[src/design/locality_cycle_pkg.sv]
// constants and state type for the locality cycle decoder
package locality_cycle_pkg;

	localparam logic [3:0] START_LOCALITY = 4'h5;
	localparam logic [3:0] START_PLAIN    = 4'h0;
	localparam logic [3:0] CT_IO_WRITE    = 4'h2;
	localparam logic [3:0] CT_IO_READ     = 4'h0;
	localparam logic [3:0] SYNC_READY     = 4'h0;
	localparam logic [3:0] SYNC_LONG_WAIT = 4'h6;
	localparam logic [3:0] TAR_NIBBLE     = 4'hF;
	localparam logic [1:0] ADDR_LAST      = 2'h3;
	localparam logic [1:0] PAIR_LAST      = 2'h1;
	localparam logic [1:0] CNT_RESET      = 2'h0;
	localparam logic [15:0] ADDR_RESET    = 16'h0000;
	localparam logic [7:0] BYTE_RESET     = 8'h00;

	typedef enum logic [8:0] {
		S_IDLE = 9'h001,
		S_TYPE = 9'h002,
		S_ADDR = 9'h004,
		S_WDAT = 9'h008,
		S_HTAR = 9'h010,
		S_SYNC = 9'h020,
		S_RDAT = 9'h040,
		S_DTAR = 9'h080,
		S_SPARE = 9'h100
	} cycle_state_type;

endpackage : locality_cycle_pkg

[src/design/lad_drive_if.sv]
// next-cycle drive request for the shared nibble lines
`timescale 1ns/1ns
interface lad_drive_if;
	logic       en;
	logic [3:0] nib;

	modport src (output en, output nib);
	modport dst (input en, input nib);
endinterface : lad_drive_if

[src/design/lad_driver.sv]
// output flops for the shared nibble lines
`timescale 1ns/1ns
module lad_driver (
	input  wire logic core_clk,
	input  wire logic rst_b,
	lad_drive_if.dst  drv,
	output logic [3:0] lad_out,
	output logic       lad_oe
);
	import locality_cycle_pkg::*;

	always_ff @(posedge core_clk or negedge rst_b) begin
		if (!rst_b) begin
			lad_out <= TAR_NIBBLE;
			lad_oe  <= 1'b0;
		end else begin
			lad_out <= drv.nib;
			lad_oe  <= drv.en;
		end
	end

endmodule : lad_driver

[src/design/locality_cycle_decoder.sv]
// target decoder for locality write and locality read bus cycles
//
// Operation
// - A cycle opens only when the frame strobe is low and the lines carry start code 0101.
// - A locality write carries cycle type 0010 right after the start code.
// - A locality read carries cycle type 0000 right after the start code.
// - Four address nibbles follow the cycle type, most significant first.
// - A write sends data low then high nibble, host turnaround, device ready sync, turnaround.
// - A read gets host turnaround, device sync, data low then high nibble, turnaround.
// - Cycles opened with the ordinary start code are never claimed.
// - Every access taken here is flagged as a locality access from a trusted source.
`timescale 1ns/1ns
module locality_cycle_decoder (
	input  wire logic        core_clk,
	input  wire logic        rst_b,
	input  wire logic        lframe_b,
	input  wire logic [3:0]  lad_in,
	output logic      [3:0]  lad_out,
	output logic             lad_oe,
	output logic             acc_valid,
	output logic      [15:0] acc_addr,
	output logic             acc_write,
	output logic      [7:0]  acc_wdata,
	output logic             acc_locality,
	input  wire logic [7:0]  rd_data,
	input  wire logic        rd_valid
);
	import locality_cycle_pkg::*;

	cycle_state_type state_r;
	logic [1:0]      cnt_r;
	logic            dir_wr_r;
	logic [15:0]     addr_r;
	logic [3:0]      wlow_r;
	logic [7:0]      rd_byte_r;
	logic            rd_have_r;
	logic            sync_ok_r;
	logic            ready;
	lad_drive_if     drv ();

	assign ready = dir_wr_r | rd_have_r;

	////////////////////////////////////////////////////////////////////////////
	// cycle sequencer
	always_ff @(posedge core_clk or negedge rst_b) begin
		if (!rst_b) begin
			state_r   <= S_IDLE;
			cnt_r     <= CNT_RESET;
			sync_ok_r <= 1'b0;
		end else if (!lframe_b) begin
			// last start nibble under the strobe wins; any other code drops us
			state_r   <= (lad_in == START_LOCALITY) ? S_TYPE : S_IDLE;
			cnt_r     <= CNT_RESET;
			sync_ok_r <= 1'b0;
		end else begin
			case (state_r)
				S_IDLE: begin
					cnt_r <= CNT_RESET;
				end
				S_TYPE: begin
					cnt_r <= CNT_RESET;
					if (lad_in == CT_IO_WRITE || lad_in == CT_IO_READ)
						state_r <= S_ADDR;
					else
						state_r <= S_IDLE;
				end
				S_ADDR: begin
					if (cnt_r == ADDR_LAST) begin
						cnt_r   <= CNT_RESET;
						state_r <= dir_wr_r ? S_WDAT : S_HTAR;
					end else
						cnt_r <= cnt_r + 2'h1;
				end
				S_WDAT: begin
					if (cnt_r == PAIR_LAST) begin
						cnt_r   <= CNT_RESET;
						state_r <= S_HTAR;
					end else
						cnt_r <= cnt_r + 2'h1;
				end
				S_HTAR: begin
					if (cnt_r == PAIR_LAST) begin
						cnt_r     <= CNT_RESET;
						state_r   <= S_SYNC;
						sync_ok_r <= ready;
					end else
						cnt_r <= cnt_r + 2'h1;
				end
				S_SYNC: begin
					cnt_r <= CNT_RESET;
					if (sync_ok_r)
						state_r <= dir_wr_r ? S_DTAR : S_RDAT;
					else
						sync_ok_r <= ready;
				end
				S_RDAT: begin
					if (cnt_r == PAIR_LAST) begin
						cnt_r   <= CNT_RESET;
						state_r <= S_DTAR;
					end else
						cnt_r <= cnt_r + 2'h1;
				end
				S_DTAR: begin
					if (cnt_r == PAIR_LAST) begin
						cnt_r   <= CNT_RESET;
						state_r <= S_IDLE;
					end else
						cnt_r <= cnt_r + 2'h1;
				end
				default: begin
					cnt_r   <= CNT_RESET;
					state_r <= S_IDLE;
				end
			endcase
		end
	end

	////////////////////////////////////////////////////////////////////////////
	// field capture
	always_ff @(posedge core_clk or negedge rst_b) begin
		if (!rst_b) begin
			dir_wr_r <= 1'b0;
			addr_r   <= ADDR_RESET;
			wlow_r   <= BYTE_RESET[3:0];
		end else if (lframe_b) begin
			if (state_r == S_TYPE)
				dir_wr_r <= (lad_in == CT_IO_WRITE);
			if (state_r == S_ADDR)
				addr_r <= {addr_r[11:0], lad_in};
			if (state_r == S_WDAT && cnt_r == CNT_RESET)
				wlow_r <= lad_in;
		end
	end

	////////////////////////////////////////////////////////////////////////////
	// access hand-off to register logic
	always_ff @(posedge core_clk or negedge rst_b) begin
		if (!rst_b) begin
			acc_valid    <= 1'b0;
			acc_addr     <= ADDR_RESET;
			acc_write    <= 1'b0;
			acc_wdata    <= BYTE_RESET;
			acc_locality <= 1'b0;
		end else begin
			acc_valid <= 1'b0;
			if (lframe_b && state_r == S_ADDR && cnt_r == ADDR_LAST && !dir_wr_r) begin
				acc_valid    <= 1'b1;
				acc_addr     <= {addr_r[11:0], lad_in};
				acc_write    <= 1'b0;
				acc_locality <= 1'b1;
			end else if (lframe_b && state_r == S_WDAT && cnt_r == PAIR_LAST) begin
				acc_valid    <= 1'b1;
				acc_addr     <= addr_r;
				acc_write    <= 1'b1;
				acc_wdata    <= {lad_in, wlow_r};
				acc_locality <= 1'b1;
			end
		end
	end

	////////////////////////////////////////////////////////////////////////////
	// read answer holding
	always_ff @(posedge core_clk or negedge rst_b) begin
		if (!rst_b) begin
			rd_byte_r <= BYTE_RESET;
			rd_have_r <= 1'b0;
		end else if (state_r == S_TYPE) begin
			rd_have_r <= 1'b0;
		end else if (rd_valid && !dir_wr_r && !rd_have_r) begin
			rd_byte_r <= rd_data;
			rd_have_r <= 1'b1;
		end
	end

	////////////////////////////////////////////////////////////////////////////
	// what the lines carry on the next cycle
	always_comb begin
		drv.en  = 1'b0;
		drv.nib = TAR_NIBBLE;
		if (lframe_b) begin
			case (state_r)
				S_HTAR: begin
					if (cnt_r == PAIR_LAST) begin
						drv.en  = 1'b1;
						drv.nib = ready ? SYNC_READY : SYNC_LONG_WAIT;
					end
				end
				S_SYNC: begin
					drv.en = 1'b1;
					if (!sync_ok_r)
						drv.nib = ready ? SYNC_READY : SYNC_LONG_WAIT;
					else if (dir_wr_r)
						drv.nib = TAR_NIBBLE;
					else
						drv.nib = rd_byte_r[3:0];
				end
				S_RDAT: begin
					drv.en  = 1'b1;
					drv.nib = (cnt_r == CNT_RESET) ? rd_byte_r[7:4] : TAR_NIBBLE;
				end
				default: begin
					drv.en  = 1'b0;
					drv.nib = TAR_NIBBLE;
				end
			endcase
		end
	end

	lad_driver u_lad_driver (
		.core_clk (core_clk),
		.rst_b    (rst_b),
		.drv      (drv.dst),
		.lad_out  (lad_out),
		.lad_oe   (lad_oe)
	);
endmodule : locality_cycle_decoder

[config.mk]
export PLATFORM = sky130hd
export DESIGN_NAME = locality_cycle_decoder
export DESIGN_NICKNAME = d
export VERILOG_FILES = /design/src/design/locality_cycle_pkg.sv /design/src/design/lad_drive_if.sv /design/src/design/lad_driver.sv /design/src/design/locality_cycle_decoder.sv
export SDC_FILE = /design/constraint.sdc
export NUM_CORES = 1
export LEC_CHECK = 0
export BUFFER_PORTS_ARGS = -buffer_cell sky130_fd_sc_hd__clkbuf_2
export CAP_MARGIN = 20
export CORE_MARGIN = 4
export CORE_UTILIZATION = 50
export CTS_CLUSTER_SIZE = 30
export DETAILED_ROUTE_END_ITERATION = 10
export PLACE_DENSITY = 0.71
export SYNTH_ARGS = -nofsm -noshare
export SYNTH_HDL_FRONTEND = slang
export SYNTH_SLANG_ARGS = --single-unit
[constraint.sdc]
create_clock -name core_clk -period 3.9 [get_ports core_clk]
set_input_delay 0.585 -clock core_clk [delete_from_list [all_inputs] [get_ports core_clk]]
set_output_delay 0.585 -clock core_clk [all_outputs]
set_load 0.02 [all_outputs]
; ---- Yosys cells after proc, flatten, opt, wreduce, memory -nomap -nowiden
; Cells that the tools add are included.
[word_totals]
register_bits = 74
elab_cells = 102
inputBits = 16
out_inout_bits = 32
[op_classes]
add_sub_neg = 1
bitwise_logic = 3
eq_ne = 20
muxes = 39
reduce_logical = 24
[ops]
columns = op, n
row1 = 9-bit one-hot mux with 8 select lines, 1
row2 = 9-bit two-way mux, 7
row3 = 16-bit two-way mux, 2
row4 = 4-bit two-way mux, 5
row5 = 3-bit inequality test (second input constant), 6
row6 = 1-bit two-way mux, 12
row7 = 4-bit one-hot mux with 3 select lines, 1
row8 = 2-bit AND reduction, 6
row9 = 9-bit by 1-bit == test with 1-bit output (second input constant), 1
row10 = 9-bit by 2-bit == test with 1-bit output (second input constant), 1
row11 = 9-bit by 3-bit == test with 1-bit output (second input constant), 1
row12 = 9-bit by 4-bit == test with 1-bit output (second input constant), 1
row13 = 9-bit by 5-bit == test with 1-bit output (second input constant), 1
row14 = 9-bit by 6-bit == test with 1-bit output (second input constant), 1
row15 = 9-bit by 7-bit == test with 1-bit output (second input constant), 1
row16 = 9-bit by 8-bit == test with 1-bit output (second input constant), 1
row17 = 1-bit logical AND, 8
row18 = 2-bit two-way mux, 4
row19 = 8-bit two-way mux, 1
row20 = 7-bit AND reduction, 1
row21 = 3-bit two-way mux, 2
row22 = 5-bit two-way mux, 1
row23 = 4-bit by 2-bit == test with 1-bit output (second input constant), 1
row24 = 4-bit by 3-bit == test with 1-bit output (second input constant), 1
row25 = other kinds (16), 20

; ---- Logic depth before layout (Yosys ltp)
[depth]
ltp_word = 6
depth_mapped = 9
mapped_depth_nobuf = 6

; ---- Hierarchy
; A second synthesis with hierarchy kept.
[unflattened]
hier_cells = 290
hier_area_um2 = 3326.9
[modules_own_cells]
columns = module, seq_area_each_um2, cells_per_inst, area_per_inst_um2, instances
row1 = locality_cycle_decoder, 1702.9, 285, 3196.8, 1
row2 = lad_driver, 130.1, 5, 130.1, 1

; ---- Least setup slack after synthesis
; OpenSTA, ideal clock, no wires.
[synth_timing]
kind = input port to flip-flop
from = input lframe_b
to = register state_r[6]
n_path_buf = 3
required_time_ps = 3775
setup_slack_ps = 1673
setup_time_ps = 125
path_stages = 8
arrival_time_ps = 2103
path_cell_list = buf_2 -> nor4b_1 -> nand4_1 -> buf_2 -> or2_0 -> and3_1 -> clkbuf_2 -> mux2_2
[synth_between]
elab_chain_cells = 2
word_cells_on_any_way = 9
cone_classes = eq/ne: 7 / mux: 1 / reduce/logical: 1
[synth_lines]
columns = element, line
row1 = "start, declared", locality_cycle_decoder.sv:16  ; input wire logic lframe_b,
row2 = 3-bit inequality test (no source line) or 2-bit inequality test (tied branches), -
row3 = 7-bit AND reduction (no source line), -
row4 = "end signal, assigned", locality_cycle_decoder.sv:52  ; state_r <= (lad_in == START_LOCALITY) ? S_TYPE : S_IDLE;
row5 = "end signal, assigned", locality_cycle_decoder.sv:70  ; state_r <= dir_wr_r ? S_WDAT : S_HTAR;
row6 = "end signal, assigned", locality_cycle_decoder.sv:92  ; state_r <= dir_wr_r ? S_DTAR : S_RDAT;
row7 = "end, declared", locality_cycle_decoder.sv:30  ; cycle_state_type state_r;
; Several ways; a longest one is shown, not always the timed one.
; A chain may end at the register's enable or synchronous reset.

; ---- Final worst setup path
[layout_timing]
from = register state_r[5]
to = register acc_addr[2]
[layout_between]
elab_chain_cells = 5
word_cells_on_any_way = 9
cone_classes = eq/ne: 2 / mux: 1 / reduce/logical: 6
[layout_lines]
columns = element, line
row1 = 9-bit by 3-bit == test with 1-bit output, locality_cycle_decoder.sv:146  ; if (lframe_b && state_r == S_ADDR && cnt_r == ADDR_LAST && !dir_wr_r) begin
row2 = 1-bit logical AND (3 in series), locality_cycle_decoder.sv:146
row3 = 16-bit two-way mux or 2-bit nonzero test (tied branches), -
row4 = "end signal, assigned", locality_cycle_decoder.sv:148  ; acc_addr <= {addr_r[11:0], lad_in};
row5 = "end signal, assigned", locality_cycle_decoder.sv:153  ; acc_addr <= addr_r;
row6 = "end, declared", locality_cycle_decoder.sv:21  ; output logic [15:0] acc_addr,
; Several ways; a longest one is shown, not always the timed one.

==> summary.txt <==
Main synth FF type -> dfrtp_1
Power per standard cell area -> 446 mW/mm^2
Clock buffer depth -> 2
Clock Latency Late Sink -> 340 ps
Layout cell share with drive strength beyond 1 -> 0.272
Initial antenna violation count -> 0
Mapped Nets -> 335
Part of the power in registers -> 0.486
Adder-Cell Fraction of Synth Area -> 0.0152
Status -> complete, no violations
Synthesized cell area -> 0.00328 sq mm
Synth unique cells -> 51
Crit. End Element -> flop
Comb pwr share -> 0.066
Final WL -> 6.86 mm
CP Data Arrival Time -> 2750 ps
Vias in the first global route -> 2478
All-layer global routing usage -> 0.192
Utilization after layout -> 0.602
Mux share of post-synthesis cell area -> 0.0785
Commonest non-fill, non-tap cell in the layout -> dfrtp_1
First-pass GRT wire length -> 11.6 mm
Most frequent cells in the layout -> 68 x dfrtp_1, 56 x nand2_1, 46 x clkbuf_2
Met3 routed WL -> 313 microns
Met2 WL -> 3.22 mm
Max Cap Viol -> 0
Synth Warn # -> 0
Hold Crit Class -> in2async
Root Buffer -> clkbuf_8
Worst slew margin -> 0.535
Clock transition at the registers of the reported paths -> 80 ps
Setup Viol. Count Final -> 0
Die Y -> 89.1 microns
Switching power -> 363 uW
Worst-path maximum fanout -> 20
Post-synthesis register bit count -> 73
Final hold viol count -> 0
Vias per inst -> 5.41
Nets -> 383
Placed wire-length estimate -> 4.69 mm
Routed vias -> 2403
Clk pwr share -> 0.448
CTS tree -> done
WP data required -> 4100 ps
Post-CTS Hold Fix Bufs -> 0
Largest net degree at the start of global routing -> 46
RSZ-0062 raised after global routing -> false
Post-CTS setup buffers -> 0
PostCTS Resize Cnt -> 0
Tmin final -> 2550 ps
Post-synthesis simple-gate area fraction -> 0.179
GRT overflow -> 0
Period utilization -> 0.655
Row count -> 29
Met1 WL -> 3.23 mm
Starting DRT DRC Count -> 163
Core ar. -> 0.00635 sq mm
Post-Syn Instances -> 315
Area of the die -> 0.00793 sq mm
Leakage power -> 0.00191 uW
F_max -> 391 MHz
Ys async rst share -> 1.00
Register area share after synthesis -> 0.558
First-pass DRT Iterations -> 4
Die Width -> 89.1 microns
Worst-margin pin slew -> 694 ps
# DRC -> 0
Wire length per cell -> 15.4 microns
Antenna viol nets, final -> 0
Number of CTS-inserted buffers -> 9
Diodes inserted -> 0
Starting Density -> 0.517
Setup TNS -> 0 ps
Main combinational cell family by area after synthesis -> simple AND/OR/NAND/NOR gates
Syn Area/Cell -> 10.4 sq um
Area grow syn2layout -> 16.5%
GP Congestion -> 0.898
Clock skew -> 6.22 ps
Cell-internal power -> 1340 uW
Critical path class -> reg2reg
Ports -> 48
Sw Share -> 0.213
Synth Area in XOR/XNOR -> 0.00533
Max-slew violations -> 0
CTS Sinks -> 73
CP startpoint kind -> flop
Post-synth EDFFs -> 0
Synth Area in Compound Gates -> 0.111
DR top layer -> met4
# port buffers -> 47
IR drop worst, VDD -> 0.279 mV
CTS H-Tree Depth -> 3
R2R setup slack -> 1350 ps
[area by class of cell]
type | count | area, sq um
multi-input cells | 203 | 1280
flip-flops and latches | 73 | 1830
repair buffers | 51 | 265
clock buffers | 10 | 128
clock inverters | 5 | 129
inverters | 25 | 93.8
fillers | 547 | 2520
well taps | 77 | 96.3
[critical path, cell delays in order (launching register included)]
cell	delay (ps)
dfrtp_1	500
nor4b_1	450
nand4_1	160
buf_4	230
nor3b_2	170
buf_4	250
or2_1	480
o21ai_0	170
[path summary, 6_finish.rpt]
path / startpoint / to / cells after the start
max: state_r[5] / acc_addr[2] / 7
min: rst_b / sync_ok_r / 1
max reg2reg: state_r[5] / acc_addr[2] / 7
min reg2reg: addr_r[15] / addr_r[15] / 2
max in group asynchronous: rst_b / addr_r[5] / 2
min in group core_clk: rd_data[5] / rd_byte_r[5] / 3
[state kept, by name, summed over array words and instances (netlist names)]
register / cells
acc_addr: 16
acc_locality: 1
acc_valid: 1
acc_wdata: 8
acc_write: 1
addr_r: 16
cnt_r: 2
dir_wr_r: 1
rd_byte_r: 8
rd_have_r: 1
state_r: 8
sync_ok_r: 1
u_lad_driver.lad_oe: 1
u_lad_driver.lad_out: 4
wlow_r: 4
[per-layer routing]
metal | vias up | track usage
met3 | 9 | 0.0359
met5 | - | 0
met4 | 0 | 0.0744
li1 | 1164 | -
met2 | 62 | 0.312
met1 | 1168 | 0.257
[stage by stage]
step | instances | hold WS, ps | setup slack (ps) | total power, uW | instance area [sq um]
finish | 444 | 259 | 1350 | 1710 | 3820
global route | 444 | 317 | 1140 | 1770 | 3820
detailed placement | 429 | 471 | 1190 | 960 | 3570
global placement | 429 | 463 | 1290 | 955 | 3570
CTS | 444 | 283 | 1310 | 1720 | 3820
floorplan | 315 | 289 | 1670 | 911 | 3280
[cells by family (layout without fill, tap and decap cells)]
logic type,after synthesis,after routing
and+or+nand+nor,116,116
DFF,73,73
AOI/OAI and AO/OA,58,58
buffers and inverters,39,91
muxes,23,23
adders and majority gates,4,4
xor gates and xnor gates,2,2
[cells in the mapped netlist, types with 3 or more instances]
library cell,instances,share of area
nor3_1,3,0.0046
o211ai_1,4,0.0091
or3_1,5,0.0095
and3_1,3,0.0057
a21oi_1,4,0.0061
inv_1,24,0.027
nor2_1,18,0.021
nand2b_1,4,0.0076
o21ai_0,25,0.038
or3b_2,3,0.0080
buf_4,3,0.0069
ha_1,4,0.015
buf_2,4,0.0061
clkbuf_1,4,0.0046
dfstp_2,5,0.040
nor2b_1,5,0.0095
dfrtp_1,68,0.52
a22oi_1,16,0.037
nand2_1,56,0.064
mux2_2,21,0.072
[power groups by stage]
stage | Clock [uW] | Combinational (uW) | Sequential (uW)
6_report | 765 | 113 | 829
5_1_grt | 800 | 134 | 834
4_1_cts | 775 | 116 | 830
3_5_place_dp | 0 | 116 | 844
3_3_place_gp | 0 | 112 | 842
2_1_floorplan | 0 | 76.3 | 835
(Power assumes the default switching activity.)
